===== config.mk =====
export PLATFORM = sky130hd
export DESIGN_NAME = diag_bus_edge_irq
export DESIGN_NICKNAME = d
export VERILOG_FILES = /design/src/design/diag_irq_pkg.sv /design/src/design/diag_edge_chan.sv /design/src/design/diag_bus_edge_irq.sv
export SDC_FILE = /design/constraint.sdc
export NUM_CORES = 1
export LEC_CHECK = 0
export BUFFER_PORTS_ARGS = -buffer_cell sky130_fd_sc_hd__buf_2
export CAP_MARGIN = 20
export CORE_MARGIN = 2
export CORE_UTILIZATION = 50
export DETAILED_ROUTE_END_ITERATION = 6
export PLACE_DENSITY = 0.76
export SETUP_SLACK_MARGIN = 0.3
export SYNTH_ARGS = -nofsm -noshare
export SYNTH_HDL_FRONTEND = slang
export SYNTH_HIERARCHICAL = 1
export SYNTH_SLANG_ARGS = --single-unit

===== constraint.sdc =====
create_clock -name core_clk -period 5.1 [get_ports core_clk]
set_input_delay 0.51 -clock core_clk [delete_from_list [all_inputs] [get_ports core_clk]]
set_output_delay 0.51 -clock core_clk [all_outputs]
set_load 0.01 [all_outputs]

===== src/design/diag_irq_pkg.sv =====
// Package with register layout, offsets and types of the diagnostic edge interrupt block
package diag_irq_pkg;

    localparam int          NUM_CH       = 4;
    localparam int          CH_WIDTH     = 8;
    localparam int          BUS_WIDTH    = 8;
    localparam int          NUM_BUSES    = 4;
    localparam int          ADDR_WIDTH   = 32;

    // Byte addresses, word aligned
    localparam logic [31:0] CTRL_ADDR    = 32'h4000_0204;
    localparam logic [31:0] STATUS_ADDR  = 32'h4000_0208;
    localparam logic [31:0] MASK_ADDR    = 32'h4000_020C;

    // Field positions within one channel byte
    localparam int          FLAG_POS     = 7;
    localparam int          POL_POS      = 6;
    localparam int          BITSEL_LO    = 3;
    localparam int          BUSSEL_LO    = 1;
    localparam int          IRQEN_POS    = 0;

    localparam logic [31:0] CTRL_RESET   = 32'h0000_0000;
    localparam logic [31:0] FLAG_BITS    = 32'h8080_8080;
    localparam logic [3:0]  CH_RESET     = 4'h0;

    localparam logic [1:0]  RESP_OKAY    = 2'h0;
    localparam logic [1:0]  RESP_SLVERR  = 2'h2;

    localparam logic [1:0]  BUS_LL0      = 2'h0;
    localparam logic [1:0]  BUS_LL1      = 2'h1;
    localparam logic [1:0]  BUS_RF0      = 2'h2;
    localparam logic [1:0]  BUS_RF1      = 2'h3;

    typedef struct packed {
        logic       trigPol;
        logic [2:0] bitPick;
        logic [1:0] busPick;
        logic       irqEnable;
    } ch_cfg_t;

    typedef struct packed {
        logic [7:0] rfProbe1;
        logic [7:0] rfProbe0;
        logic [7:0] llProbe1;
        logic [7:0] llProbe0;
    } probe_buses_t;

endpackage : diag_irq_pkg


===== src/design/diag_edge_chan.sv =====
// One channel: bus and bit pick with edge detection
`timescale 1ns/10ps
module diag_edge_chan
(
    input  wire logic                   core_clk,  // System clock
    input  wire logic                   rst,       // Sync reset, high
    input  wire diag_irq_pkg::probe_buses_t probes, // All four probe buses
    input  wire diag_irq_pkg::ch_cfg_t  cfg,       // Channel configuration
    output logic                        edgeHit    // One-cycle edge pulse
);

    typedef struct packed {
        logic prevBit;
        logic primed;
    } chan_state_t;

    chan_state_t stateQ;
    chan_state_t stateD;
    logic [7:0]  busSel;
    logic        curBit;

    always_comb
    begin
        case (cfg.busPick)                                  // RULE8
            diag_irq_pkg::BUS_LL0: busSel = probes.llProbe0;
            diag_irq_pkg::BUS_LL1: busSel = probes.llProbe1;
            diag_irq_pkg::BUS_RF0: busSel = probes.rfProbe0;
            diag_irq_pkg::BUS_RF1: busSel = probes.rfProbe1;
            default:               busSel = probes.llProbe0;
        endcase
        curBit = busSel[cfg.bitPick];                       // RULE7
        stateD.prevBit = curBit;
        stateD.primed  = 1'b1;
        // Rising when polarity 0, falling when 1
        edgeHit = stateQ.primed && (curBit != stateQ.prevBit)
                  && (curBit == ~cfg.trigPol);              // RULE6
    end

    always_ff @(posedge core_clk)
    begin
        if (rst)
        begin
            stateQ <= '0;
        end
        else
        begin
            stateQ <= stateD;
        end
    end

    chk_falling_edge_only: assert property (@(posedge core_clk) disable iff (rst) // RULE6
        (edgeHit && cfg.trigPol) |-> !curBit && $past(curBit))
        else $error("falling-edge hit without falling bit");

endmodule : diag_edge_chan


===== src/design/diag_bus_edge_irq.sv =====
// Top of the four-channel diagnostic bus edge interrupt block with AXI4-Lite slave
//
// Overview of operation
// RULE1: Channel 0 fields sit in bits 7:0
// RULE2: Channels 1-3 repeat layout in upper bytes
// RULE3: Flag bits ignore software writes
// RULE4: Reading control register clears all flags; a channel whose edge comes in the read cycle keeps its flag set
// RULE5: Chosen edge sets sticky flag until read
// RULE6: Polarity 0 rising, 1 falling edge
// RULE7: Bit pick chooses one of eight bits
// RULE8: Bus pick chooses one of four buses
// RULE9: Enabled channel interrupts on each flag rise; diag_irq_out also needs the channel's evMask bit, which resets to 0
//
// Implementation choice: the AXI4-Lite slave port.
`timescale 1ns/10ps
module diag_bus_edge_irq
(
    input  wire logic        core_clk,            // System clock, 100 MHz
    input  wire logic        rst,                 // Sync reset, high
    input  wire logic [7:0]  link_layer_probe_bus_0, // Link-layer probe bus 0
    input  wire logic [7:0]  link_layer_probe_bus_1, // Link-layer probe bus 1
    input  wire logic [7:0]  rf_probe_bus_0,      // Radio probe bus 0
    input  wire logic [7:0]  rf_probe_bus_1,      // Radio probe bus 1
    output logic             diag_irq_out,        // Interrupt level
    input  wire logic [31:0] s_axi_awaddr,        // Write address
    input  wire logic [2:0]  s_axi_awprot,        // Write protection, unused
    input  wire logic        s_axi_awvalid,       // Write address valid
    output logic             s_axi_awready,       // Write address ready
    input  wire logic [31:0] s_axi_wdata,         // Write data
    input  wire logic [3:0]  s_axi_wstrb,         // Write byte enables
    input  wire logic        s_axi_wvalid,        // Write data valid
    output logic             s_axi_wready,        // Write data ready
    output logic [1:0]       s_axi_bresp,         // Write response
    output logic             s_axi_bvalid,        // Write response valid
    input  wire logic        s_axi_bready,        // Write response ready
    input  wire logic [31:0] s_axi_araddr,        // Read address
    input  wire logic [2:0]  s_axi_arprot,        // Read protection, unused
    input  wire logic        s_axi_arvalid,       // Read address valid
    output logic             s_axi_arready,       // Read address ready
    output logic [31:0]      s_axi_rdata,         // Read data
    output logic [1:0]       s_axi_rresp,         // Read response
    output logic             s_axi_rvalid,        // Read data valid
    input  wire logic        s_axi_rready         // Read data ready
);

    localparam int NCH = diag_irq_pkg::NUM_CH;
    localparam int CW  = diag_irq_pkg::CH_WIDTH;

    typedef struct packed {
        logic [31:0] ctrl;       // Config bits; flag bit positions held zero
        logic [3:0]  flag;       // Event flags
        logic [3:0]  evSticky;   // Interrupt status, write one to clear
        logic [3:0]  evMask;     // Interrupt status mask
        logic        awHeld;
        logic [31:0] awAddr;
        logic        wHeld;
        logic [31:0] wData;
        logic [3:0]  wStrb;
        logic        bValid;
        logic [1:0]  bResp;
        logic        rValid;
        logic [1:0]  rResp;
        logic [31:0] rData;
        logic        irq;
    } top_state_t;

    top_state_t stateQ;
    top_state_t stateD;

    diag_irq_pkg::probe_buses_t probes;
    diag_irq_pkg::ch_cfg_t      cfg [NCH];
    logic [NCH-1:0]             edgeHit;
    logic [NCH-1:0]             flagRise;
    logic [31:0]                readWord;
    logic                       doWrite;
    logic                       doRead;
    logic                       rdCtrl;
    logic [31:0]                wrMask;

    assign probes.llProbe0 = link_layer_probe_bus_0;
    assign probes.llProbe1 = link_layer_probe_bus_1;
    assign probes.rfProbe0 = rf_probe_bus_0;
    assign probes.rfProbe1 = rf_probe_bus_1;

    // ========================================================================
    // Channels
    // ========================================================================
    genvar gi;
    generate
        for (gi = 0; gi < NCH; gi++)
        begin : g_ch
            // Same field layout in each byte
            assign cfg[gi].trigPol   = stateQ.ctrl[gi*CW + diag_irq_pkg::POL_POS];  // RULE2
            assign cfg[gi].bitPick   = stateQ.ctrl[gi*CW + diag_irq_pkg::BITSEL_LO +: 3];
            assign cfg[gi].busPick   = stateQ.ctrl[gi*CW + diag_irq_pkg::BUSSEL_LO +: 2];
            assign cfg[gi].irqEnable = stateQ.ctrl[gi*CW + diag_irq_pkg::IRQEN_POS];

            diag_edge_chan u_chan
            (
                .core_clk (core_clk),
                .rst      (rst),
                .probes   (probes),
                .cfg      (cfg[gi]),
                .edgeHit  (edgeHit[gi])
            );

            assign flagRise[gi] = edgeHit[gi] && !stateQ.flag[gi];

            // Control word with live flags at bit 7 of each byte
            always_comb
            begin
                readWord[gi*CW +: CW] = stateQ.ctrl[gi*CW +: CW];
                readWord[gi*CW + diag_irq_pkg::FLAG_POS] = stateQ.flag[gi];  // RULE1
            end
        end
    endgenerate

    // ========================================================================
    // Bus handshake
    // ========================================================================
    assign s_axi_awready = !stateQ.awHeld;
    assign s_axi_wready  = !stateQ.wHeld;
    assign s_axi_arready = !stateQ.rValid;
    assign s_axi_bvalid  = stateQ.bValid;
    assign s_axi_bresp   = stateQ.bResp;
    assign s_axi_rvalid  = stateQ.rValid;
    assign s_axi_rresp   = stateQ.rResp;
    assign s_axi_rdata   = stateQ.rData;
    assign diag_irq_out  = stateQ.irq;

    assign doWrite = stateQ.awHeld && stateQ.wHeld && !stateQ.bValid;
    assign doRead  = s_axi_arvalid && !stateQ.rValid;
    assign rdCtrl  = doRead && (s_axi_araddr == diag_irq_pkg::CTRL_ADDR);

    always_comb
    begin
        for (int b = 0; b < 4; b++)
        begin
            wrMask[b*8 +: 8] = {8{stateQ.wStrb[b]}};
        end
    end

    // ========================================================================
    // Next state
    // ========================================================================
    always_comb
    begin
        stateD = stateQ;

        if (s_axi_awvalid && !stateQ.awHeld)
        begin
            stateD.awHeld = 1'b1;
            stateD.awAddr = s_axi_awaddr;
        end
        if (s_axi_wvalid && !stateQ.wHeld)
        begin
            stateD.wHeld = 1'b1;
            stateD.wData = s_axi_wdata;
            stateD.wStrb = s_axi_wstrb;
        end
        if (stateQ.bValid && s_axi_bready)
        begin
            stateD.bValid = 1'b0;
        end
        if (stateQ.rValid && s_axi_rready)
        begin
            stateD.rValid = 1'b0;
        end

        // Register writes
        if (doWrite)
        begin
            stateD.awHeld = 1'b0;
            stateD.wHeld  = 1'b0;
            stateD.bValid = 1'b1;
            stateD.bResp  = diag_irq_pkg::RESP_OKAY;
            case (stateQ.awAddr)
                diag_irq_pkg::CTRL_ADDR:
                    // Flag positions stay zero in ctrl
                    stateD.ctrl = ((stateQ.ctrl & ~wrMask) | (stateQ.wData & wrMask))
                                  & ~diag_irq_pkg::FLAG_BITS;                       // RULE3
                diag_irq_pkg::STATUS_ADDR:
                    stateD.evSticky = stateQ.evSticky
                                      & ~(stateQ.wData[3:0] & {4{stateQ.wStrb[0]}});
                diag_irq_pkg::MASK_ADDR:
                    if (stateQ.wStrb[0])
                    begin
                        stateD.evMask = stateQ.wData[3:0];
                    end
                default:
                    stateD.bResp = diag_irq_pkg::RESP_SLVERR;
            endcase
        end

        // Register reads
        if (doRead)
        begin
            stateD.rValid = 1'b1;
            stateD.rResp  = diag_irq_pkg::RESP_OKAY;
            case (s_axi_araddr)
                diag_irq_pkg::CTRL_ADDR:   stateD.rData = readWord;
                diag_irq_pkg::STATUS_ADDR: stateD.rData = {28'h000_0000, stateQ.evSticky};
                diag_irq_pkg::MASK_ADDR:   stateD.rData = {28'h000_0000, stateQ.evMask};
                default:
                begin
                    stateD.rData = 32'h0000_0000;
                    stateD.rResp = diag_irq_pkg::RESP_SLVERR;
                end
            endcase
        end

        // Flags: read clears, a new edge in the same cycle wins
        for (int c = 0; c < NCH; c++)
        begin
            if (rdCtrl)
            begin
                stateD.flag[c] = 1'b0;                                  // RULE4
            end
            if (edgeHit[c])
            begin
                stateD.flag[c] = 1'b1;                                  // RULE5
            end
            // Enabled flag rise marks the interrupt status
            if (flagRise[c] && cfg[c].irqEnable)
            begin
                stateD.evSticky[c] = 1'b1;                              // RULE9
            end
        end

        stateD.irq = |(stateD.evSticky & stateD.evMask);
    end

    always_ff @(posedge core_clk)
    begin
        if (rst)
        begin
            stateQ        <= '0;
            stateQ.ctrl   <= diag_irq_pkg::CTRL_RESET;
            stateQ.evMask <= diag_irq_pkg::CH_RESET;
        end
        else
        begin
            stateQ <= stateD;
        end
    end

    // ========================================================================
    // Checks
    // ========================================================================
    chk_flag_sets_edge: assert property (@(posedge core_clk) disable iff (rst) // RULE5
        edgeHit[0] |=> stateQ.flag[0])
        else $error("edge did not set channel 0 flag");

    chk_read_clears_flag: assert property (@(posedge core_clk) disable iff (rst) // RULE4
        (rdCtrl && !edgeHit[1]) |=> !stateQ.flag[1])
        else $error("read did not clear channel 1 flag");

    chk_flag_write_ro: assert property (@(posedge core_clk) disable iff (rst) // RULE3
        (stateQ.ctrl & diag_irq_pkg::FLAG_BITS) == 32'h0000_0000)
        else $error("flag bit stored in control word");

    chk_read_flag_pos: assert property (@(posedge core_clk) disable iff (rst) // RULE1
        rdCtrl |=> s_axi_rdata[diag_irq_pkg::FLAG_POS] == $past(stateQ.flag[0]))
        else $error("channel 0 flag not at bit 7");

    chk_ch3_layout: assert property (@(posedge core_clk) disable iff (rst) // RULE2
        cfg[3].busPick == stateQ.ctrl[26:25] && cfg[3].bitPick == stateQ.ctrl[29:27])
        else $error("channel 3 fields misplaced");

    chk_irq_on_rise: assert property (@(posedge core_clk) disable iff (rst) // RULE9
        (flagRise[2] && cfg[2].irqEnable && stateQ.evMask[2]) |=> diag_irq_out)
        else $error("enabled flag rise gave no interrupt");

    chk_irq_disabled: assert property (@(posedge core_clk) disable iff (rst) // RULE9
        (!cfg[3].irqEnable && flagRise[3]) |=> $stable(stateQ.evSticky[3]) || !stateQ.evSticky[3])
        else $error("disabled channel raised status");

    chk_bus_select: assert property (@(posedge core_clk) disable iff (rst) // RULE8
        (cfg[3].busPick == diag_irq_pkg::BUS_RF1 && cfg[3].trigPol == 1'b1
         && $fell(rf_probe_bus_1[cfg[3].bitPick]) && $stable(cfg[3])) |-> edgeHit[3])
        else $error("radio bus 1 fall not detected");

    chk_bit_select: assert property (@(posedge core_clk) disable iff (rst) // RULE7
        (cfg[0].busPick == diag_irq_pkg::BUS_LL0 && $stable(cfg[0])
         && $stable(link_layer_probe_bus_0[cfg[0].bitPick])) |-> !edgeHit[0])
        else $error("edge from unselected bit");

endmodule : diag_bus_edge_irq


After elaboration in Yosys (flattened, before gate mapping):

Cells that the tools add are included.

* flip-flop bits (word level): 156
* input bits: 145

* magnitude comparators: 4
* equality and inequality tests: 26
* reductions and logical operators: 47
* multiplexer cells: 37
* bitwise operators: 12

Operators with widths (count)
* == test 32 x 31 -> 1 bit, second input constant: 6
* one-hot mux 8 bit (4 select lines): 4
* one-hot mux 32 bit (3 select lines): 1
* bitwise AND 31 bit: 2
* 2-to-1 mux 35 bit: 1
* 2-to-1 mux 33 bit: 1
* inverter 31 bit: 1
* OR 31 bit: 1
* logical AND 1 bit: 24
* 2-to-1 mux 1 bit: 19
* == test 2 bit, second input constant: 8
* < comparator 3 x 4 -> 1 bit, second input constant: 4
* bitwise AND 4 bit: 3
* binary-select mux 1 bit (select 3 bit): 4
* 2-to-1 mux 4 bit: 3
* nonzero test 2 bit: 6
* 2-to-1 mux 9 bit: 1
* == test 2 x 1 -> 1 bit, second input constant: 4
* zero test 1 bit: 8
* zero test 2 bit: 4
* OR reduction 3 bit: 2
* == test 1 bit: 4
* 2-to-1 mux 2 bit: 2
* != test 1 bit: 4
* 6 further kinds: 9

Longest topological paths before layout:

Gate-level depths: netlist (run 1).

* depth in word-level cells: 12
* mapped depth: 11
* gate-level depth less buffers: 9

By module:

Netlist (run 1), hierarchy kept.

Modules (own cells, without submodules)
* diag_bus_edge_irq: cells each 690, area an instance 5670.4 um^2, instances 1
* diag_edge_chan: cells each 49, area an instance 406.6 um^2, instances 4

Worst setup path after synthesis (run 1):

No wires, ideal clock.

* kind: register to register
* start point: register with a tool-made name
* end point: register stateQ, in the netlist diag_irq_out
* arrival time: 1.818 ns
* stages on the path, launching flop included: 12
* path buffers: 2
* setup slack: 3.147 ns
* library setup time: 0.136 ns
* cells stage by stage: dfxtp_1 buf_6 buf_12 mux2i_1 nand3_1 nand3_1 o22ai_1 nor3_2 mux2i_1 and3_1 o221ai_1 o2111ai_1

RTL lines
* end signal: assignment: line diag_bus_edge_irq.sv:243 `stateQ <= stateD;`
* end: declaration: line diag_bus_edge_irq.sv:67 `top_state_t stateQ;`

==> results.tsv, run 1 <==
metric	value	unit
antenna violations before repair	2	
Setup Skew	0.00903	ns
Buf+Inv Stages, Crit Path	0	
crit path max fanout	18	
unrepaired setup endpoints after global routing	no	
largest area contributor in the netlist	sky130_fd_sc_hd__dfxtp_1	
Reg2Reg Setup Slack	2.29	ns
number of cells on the critical path	9	
cell area after synthesis	7300	um^2
post-CTS setup-driven buffer insertion count	0	
required time at the worst-slack endpoint	5.44	ns
cell repeated most along the worst path	sky130_fd_sc_hd__mux2i_1	
routability cong.	0.968	
Max Buffers Root-to-Sink	2	
DR pass1 iterations	5	
clock transition at the register clock pins on the worst setup and hold paths after CTS	0.06	ns
Post-Route WL	18.3	mm
count of cells along the worst register-to-register path	9	
minimum clock period after layout	2.81	ns
Synth warnings	6	
sequential fraction of the synthesis area	41.4	%
number of top-level pins	187	
Fin Hold WS	0.263	ns
via total after detailed routing	6514	
crit path launch type	flop	
number of resized instances in the post-cts repair step	0	
fraction of registers with async set/reset	0	%
Max stage delay cell, worst path	sky130_fd_sc_hd__dfxtp_1	
result of the run	complete, no violations	
Non-Filler Cell Area, Final	8420	um^2
critical path capture point type	flop	
clock root buffer master	sky130_fd_sc_hd__clkbuf_16	
most used flip-flop cell after synthesis	sky130_fd_sc_hd__dfxtp_1	
final count of pins violating max slew	0	
worst path arrival time	3.15	ns
Total GRT Usage	23.4	%
EDFF count, synth	0	
Max IR drop VDD	203	uV
leading cell types by count after synthesis	sky130_fd_sc_hd__nand2_1, sky130_fd_sc_hd__dfxtp_1, sky130_fd_sc_hd__a21oi_1, sky130_fd_sc_hd__mux2i_1, sky130_fd_sc_hd__nor2_1	
average via count per standard cell	5.47	
average instance area after synthesis	8.24	um^2
hold bufs inserted after CTS	0	
Worst setup endpoint	diag_irq_out	
number of distinct standard cells referenced by the synthesized netlist	44	
Residual DRC	0	
placeable core region	14400	um^2
number of maximum-capacitance constraint violations	0	
pin count of the biggest net entering global routing	93	
series of cell instances along the critical path	mux2i_1 -> a22oi_1 -> nand4_1 -> a31oi_1 -> nor3_2 -> mux2i_1 -> and3_1 -> o221ai_1 -> o2111ai_1	
gate family responsible for the most delay along the worst path	flip-flops	
number of nets with antenna violations after routing	0	
number of CTS-inserted buffers	17	
count of mapped cells out of synthesis	886	
highest attainable clock frequency	0.356	GHz
clock sink total	151	
share of the clock period used by the worst path after layout	55.1	%
number of failing hold endpoints at the final stage	0	
largest cells by area after synthesis	sky130_fd_sc_hd__dfxtp_1, sky130_fd_sc_hd__mux2i_1, sky130_fd_sc_hd__nand2_1	
effective utilization at floorplan	50.8	%
average wire length per cell after detail routing	15.4	um
first-pass GRT wire length	29.8	mm
area of the die	15600	um^2
final setup TNS	0	ns
TritonCTS clock tree	yes	
horizontal die dimension	125	um
DRC marker count from the first detailed-route iteration	625	
maximum single-stage delay on the critical path	1.00	ns
Total Power	2.62	mW
final setup margin	2.29	ns
post-detailed-placement half-perimeter wirelength	13.0	mm
Die Span Y	125	um
Setup CP Type	flop to flop	
residual overflow from global routing	0	
capture instance of the worst register-to-register path	diag_irq_out	
clock latency of the later-clocked register in the worst-skew pair	0.43	ns
static leakage power	3.31	nW
type of the tightest min-delay check	input port to flop	
remaining max-slew budget at the tightest pin	28.9	%
layout cells sized above 1	23.1	%
setup violation total in the final timing report	0	
pin slew with the least headroom to its limit	1.06	ns
fraction of post-synthesis cell area in the top cell type by area	41.4	%
top-count cell post-synth	sky130_fd_sc_hd__nand2_1	
Max H-tree Level	4	
Area Growth Syn to Fin	15.3	%
FP Rows	44	
via count of the first global-routing pass	5962	
buffers added on ports	174	
setup slack after placement	2.39	ns
total cell area at the placement stage	7830	um^2
flops & latches, synth	151	
Pwr Density	312	nW/um^2
number of nets in the layout	1138	
==> how the worst min path moves through the flow <==
| stage | from | endpoint | slack, ns | depth (start not counted) |
|---|---|---|---|---|
| 5_1_grt | s_axi_rready | s_axi_rvalid | 0.28 | 2 |
| 3_3_place_gp | stateQ[85] | stateQ[85] | 0.44 | 2 |
| 3_5_place_dp | stateQ[85] | stateQ[85] | 0.44 | 2 |
| 2_1_floorplan | stateQ[106] | stateQ[106] | 0.43 | 2 |
| 6_report | s_axi_rready | s_axi_rvalid | 0.26 | 2 |
| 4_1_cts | s_axi_rready | s_axi_rvalid | 0.25 | 2 |
==> cell families after synthesis <==
family | synth area share (%)
simple gates | 22.0
compound gates | 17.5
flops | 41.4
buf+inv | 9.55
mux | 9.46
other cells | 0.0514
==> placed cells by master, fill, tap and decap left out, drive strengths merged, types with 2 or more instances in the layout <==
master,count
clkbuf,20
a22oi,40
mux2i,69
nor4,11
o221ai,3
a22o,4
nand4,7
a31oi,12
or3b,4
buf,179
o2111ai,2
conb,2
clkinvlp,3
nor2,57
a21oi,94
o21ai,32
inv,28
dfxtp,151
nand3,50
nor4b,3
o21a,7
clkinv,5
and4,6
a41oi,4
nand3b,5
nand4b,4
and3,3
o22ai,4
nor3,10
nand2,164
nor2b,14
a211o,4
==> cell type report <==
| class | count | area (um^2) |
|---|---|---|
| Fill cell | 1356 | 5950 |
| Multi-Input combinational cell | 620 | 3590 |
| Sequential cell | 151 | 3020 |
| Timing Repair Buffer | 179 | 938 |
| Clock buffer | 20 | 447 |
| Tap cell | 184 | 230 |
| Clock inverter | 12 | 93.8 |
| Inverter | 24 | 90.1 |
| Antenna cell | 1 | 2.50 |
==> stage by stage <==
step | util (%) | std cells
after floorplan | - | 887
after global placement | 54.5 | 1156
after detailed placement | 54.5 | 1156
after CTS | 58.3 | 1188
after global routing | 58.6 | 1190
final | 58.6 | 1191
==> worst reg2reg max path, stage by stage (launching register included) <==
cell and delay [ns]:
sky130_fd_sc_hd__dfxtp_1 1.00, sky130_fd_sc_hd__mux2i_1 0.30, sky130_fd_sc_hd__a22oi_1 0.12, sky130_fd_sc_hd__nand4_1 0.13
sky130_fd_sc_hd__a31oi_1 0.06, sky130_fd_sc_hd__nor3_2 0.30, sky130_fd_sc_hd__mux2i_1 0.28, sky130_fd_sc_hd__and3_1 0.24
sky130_fd_sc_hd__o221ai_1 0.15, sky130_fd_sc_hd__o2111ai_1 0.15
==> power breakdown <==
part / leakage (nW) / internal (mW) / switching, mW
Clock: 0.258 / 0.640 / 0.512
Combinational: 1.83 / 0.0937 / 0.132
Sequential: 1.23 / 1.22 / 0.0274
Total: 3.31 / 1.95 / 0.671
==> metal layers <==
layer	GRT usage, %	part of all wire [%]
met4	8.26	1.7
met3	6.70	7.6
met2	34.3	43
met1	33.0	48
met5	0	0.055
Note: power is estimated with default switching activity, not from simulation.
==> run 2: changes to the inputs <==
--- a/config.mk
+++ b/config.mk
@@ -5,12 +5,13 @@
 export SDC_FILE = /design/constraint.sdc
 export NUM_CORES = 1
 export LEC_CHECK = 0
+export ABC_AREA = 1
 export BUFFER_PORTS_ARGS = -buffer_cell sky130_fd_sc_hd__buf_2
 export CAP_MARGIN = 20
 export CORE_MARGIN = 2
 export CORE_UTILIZATION = 50
 export DETAILED_ROUTE_END_ITERATION = 6
-export PLACE_DENSITY = 0.76
+export PLACE_DENSITY = 0.75
 export SETUP_SLACK_MARGIN = 0.3
 export SYNTH_ARGS = -nofsm -noshare
 export SYNTH_HDL_FRONTEND = slang
==> constraint.sdc (replaced) <==
create_clock -name core_clk -period 2.9 [get_ports core_clk]
set_input_delay 0.29 -clock core_clk [delete_from_list [all_inputs] [get_ports core_clk]]
set_output_delay 0.29 -clock core_clk [all_outputs]
set_load 0.01 [all_outputs]
==> run 2 against run 1 <==
Effect of this change:
- register-to-register slack got worse by 1.6 ns
- maximum frequency increased by 25%
- synthesized cell count increased by 28%
- critical path type unchanged
- largest cell class unchanged
- die area increased by 6.0%
- area after synthesis increased by 6.2%
- first-iteration DRC count decreased by 7.0%
- critical path depth increased by 9
- count of clock-buffer cells in the layout decreased by 3
==> results.tsv, run 2 <==
metric	value	unit	change
placeable core region	15200	um^2	was 14400 um^2
horizontal die dimension	129	um	was 125 um
cell repeated most along the worst path	sky130_fd_sc_hd__nand2_1		was sky130_fd_sc_hd__mux2i_1
average wire length per cell after detail routing	14.1	um	was 15.4 um
share of the clock period used by the worst path after layout	77.8	%	was 55.1%
largest cells by area after synthesis	sky130_fd_sc_hd__dfxtp_1, sky130_fd_sc_hd__nand2_1, sky130_fd_sc_hd__nor2_1		was sky130_fd_sc_hd__dfxtp_1, sky130_fd_sc_hd__mux2i_1, sky130_fd_sc_hd__nand2_1
sequential fraction of the synthesis area	39.0	%	was 41.4%
Die Span Y	129	um	was 125 um
result of the run	complete, no violations		unchanged
setup slack after placement	0.699	ns	was 2.39 ns
effective utilization at floorplan	51.0	%	was 50.8%
via count of the first global-routing pass	6718		was 5962
required time at the worst-slack endpoint	3.26	ns	was 5.44 ns
clock latency of the later-clocked register in the worst-skew pair	0.43	ns	about the same
Fin Hold WS	0.0849	ns	was 0.263 ns
Layout Utilization	59.6	%	was 58.6%
average instance area after synthesis	6.84	um^2	was 8.24 um^2
via total after detailed routing	7476		was 6514
unrepaired setup endpoints after global routing	no		unchanged
hold bufs inserted after CTS	0		unchanged
gate family responsible for the most delay along the worst path	simple AND/OR/NAND/NOR gates		was flip-flops
clock root buffer master	sky130_fd_sc_hd__clkbuf_16		unchanged
crit path max fanout	10		was 18
post-detailed-placement half-perimeter wirelength	14.8	mm	was 13.0 mm
leading cell types by count after synthesis	sky130_fd_sc_hd__nand2_1, sky130_fd_sc_hd__nor2_1, sky130_fd_sc_hd__dfxtp_1, sky130_fd_sc_hd__inv_1, sky130_fd_sc_hd__a21oi_1		was sky130_fd_sc_hd__nand2_1, sky130_fd_sc_hd__dfxtp_1, sky130_fd_sc_hd__a21oi_1, sky130_fd_sc_hd__mux2i_1, sky130_fd_sc_hd__nor2_1
critical path capture point type	flop		unchanged
DRC marker count from the first detailed-route iteration	581		was 625
series of cell instances along the critical path	inv_1 -> nor2_1 -> nand2_1 -> nand3_1 -> nand2_1 -> nand3_1 -> nand3_2 -> nand3_1 -> nand2_1 -> nor2_1 -> inv_1 -> nor3_1 -> inv_1 -> nand2_1 -> nand2_1 -> nand2_1 -> nor2_1 -> nor2_1		was mux2i_1 -> a22oi_1 -> nand4_1 -> a31oi_1 -> nor3_2 -> mux2i_1 -> and3_1 -> o221ai_1 -> o2111ai_1
setup violation total in the final timing report	0		unchanged
TritonCTS clock tree	yes		unchanged
Max stage delay cell, worst path	sky130_fd_sc_hd__dfxtp_1		unchanged
cell area after synthesis	7750	um^2	was 7300 um^2
Total GRT Usage	25.2	%	was 23.4%
number of distinct standard cells referenced by the synthesized netlist	32		was 44
flops & latches, synth	151		unchanged
Post-Route WL	20.6	mm	was 18.3 mm
commonest cells after routing, fill and taps aside	sky130_fd_sc_hd__nand2_1, sky130_fd_sc_hd__buf_2, sky130_fd_sc_hd__nor2_1		was sky130_fd_sc_hd__buf_2, sky130_fd_sc_hd__nand2_1, sky130_fd_sc_hd__dfxtp_1
FP Rows	45		was 44
final count of pins violating max slew	0		unchanged
routability cong.	0.899		was 0.968
minimum clock period after layout	2.26	ns	was 2.81 ns
number of nets with antenna violations after routing	0		unchanged
layout cells sized above 1	22.7	%	was 23.1%
clock transition at the register clock pins on the worst setup and hold paths after CTS	0.07	ns	was 0.06 ns
Buf+Inv Stages, Crit Path	3		was 0
Setup Skew	0.00750	ns	was 0.00903 ns
static leakage power	3.97	nW	was 3.31 nW
Area Growth Syn to Fin	17.0	%	was 15.3%
type of the tightest min-delay check	input port to flop		unchanged
most common library cell in the layout ignoring fill and taps	sky130_fd_sc_hd__nand2_1		was sky130_fd_sc_hd__buf_2
post-CTS setup-driven buffer insertion count	0		unchanged
largest area contributor in the netlist	sky130_fd_sc_hd__dfxtp_1		unchanged
first-pass GRT wire length	33.2	mm	was 29.8 mm
number of maximum-capacitance constraint violations	0		unchanged
average via count per standard cell	5.12		was 5.47
Residual DRC	0		unchanged
antenna violations before repair	0		was 2
remaining max-slew budget at the tightest pin	35.7	%	was 28.9%
pin count of the biggest net entering global routing	78		was 93
Max IR drop VDD	496	uV	was 203 uV
Max H-tree Level	4		unchanged
number of nets in the layout	1405		was 1138
count of mapped cells out of synthesis	1133		was 886
area of the die	16500	um^2	was 15600 um^2
fraction of post-synthesis cell area in the top cell type by area	39.0	%	was 41.4%
number of resized instances in the post-cts repair step	0		unchanged
Total Power	4.96	mW	was 2.62 mW
maximum single-stage delay on the critical path	0.54	ns	was 1.00 ns
buffers added on ports	174		unchanged
EDFF count, synth	0		unchanged
number of top-level pins	187		unchanged
fraction of registers with async set/reset	0	%	unchanged
final setup TNS	0	ns	unchanged
worst path arrival time	2.61	ns	was 3.15 ns
final setup margin	0.643	ns	was 2.29 ns
clock sink total	151		unchanged
crit path launch type	flop		unchanged
top-count cell post-synth	sky130_fd_sc_hd__nand2_1		unchanged
Synth warnings	6		unchanged
residual overflow from global routing	0		unchanged
Max Buffers Root-to-Sink	2		unchanged
DR pass1 iterations	5		unchanged
most used flip-flop cell after synthesis	sky130_fd_sc_hd__dfxtp_1		unchanged
pin slew with the least headroom to its limit	0.964	ns	was 1.06 ns
Pwr Density	547	nW/um^2	was 312 nW/um^2
Setup CP Type	flop to flop		unchanged
number of CTS-inserted buffers	17		unchanged
highest attainable clock frequency	0.443	GHz	was 0.356 GHz
total inserted antenna cells	0		was 1
number of failing hold endpoints at the final stage	0		unchanged
## run 2: cells by family after synthesis
family | Yosys count | synth area share (%)
simple gates | 513 | 28.9
flops | 151 | 39.0
compound gates | 243 | 18.2
buf+inv | 225 | 13.9
other cells | 1 | 0.0484
## run 2: metrics by stage
step,instances,instance area [um^2]
2_1_floorplan,1134,7750
3_3_place_gp,1429,8440
3_5_place_dp,1429,8440
4_1_cts,1461,9070
5_1_grt,1461,9070
6_report,1461,9070
## run 2: power breakdown
part           internal (mW)  switching [mW]  total (mW)
clock                   1.33           0.995        2.32
sequential              2.16          0.0435        2.21
combinational          0.161           0.268       0.430
total                   3.65            1.31        4.96
## run 2: worst paths after layout
kind                                       from            to  slack [ns]  cells past startpoint
worst max-delay path                       flop  diag_irq_out        0.64                     18
worst min-delay path            s_axi_wdata[18]    stateQ[61]        0.08                      3
worst max register to register             flop  diag_irq_out        0.64                     18
worst min register to register      stateQ[102]   stateQ[102]        0.45                      2
## run 2: worst register-to-register path, cell delays in order (launching register included)
cell                      delay [ns]
sky130_fd_sc_hd__dfxtp_1        0.54
sky130_fd_sc_hd__inv_1          0.19
sky130_fd_sc_hd__nor2_1         0.24
sky130_fd_sc_hd__nand2_1        0.08
sky130_fd_sc_hd__nand3_1        0.10
sky130_fd_sc_hd__nand2_1        0.07
sky130_fd_sc_hd__nand3_1        0.08
sky130_fd_sc_hd__nand3_2        0.10
sky130_fd_sc_hd__nand3_1        0.08
sky130_fd_sc_hd__nand2_1        0.05
sky130_fd_sc_hd__nor2_1         0.08
sky130_fd_sc_hd__inv_1          0.06
sky130_fd_sc_hd__nor3_1         0.17
sky130_fd_sc_hd__inv_1          0.08
sky130_fd_sc_hd__nand2_1        0.07
sky130_fd_sc_hd__nand2_1        0.05
sky130_fd_sc_hd__nand2_1        0.06
sky130_fd_sc_hd__nor2_1         0.04
sky130_fd_sc_hd__nor2_1         0.07
## run 2: layout make-up
cell class | instances | area, um^2
inverter | 143 | 537
clock buffer | 17 | 425
timing repair buffer | 189 | 983
clock inverter | 15 | 206
sequential | 151 | 3020
multi-input combinational | 758 | 3660
tap | 188 | 235
fill | 1480 | 6130
## run 2: per-layer routing
layer | part of all wire (%) | wire length, um | vias up | global-route usage (%)
met1 | 47 | 9610 | 3340 | 35.0
met5 | 0 | 0 | - | 0
li1 | - | - | 3868 | -
met3 | 6.7 | 1390 | 29 | 5.78
met2 | 45 | 9260 | 239 | 39.3
met4 | 1.7 | 342 | 0 | 7.93
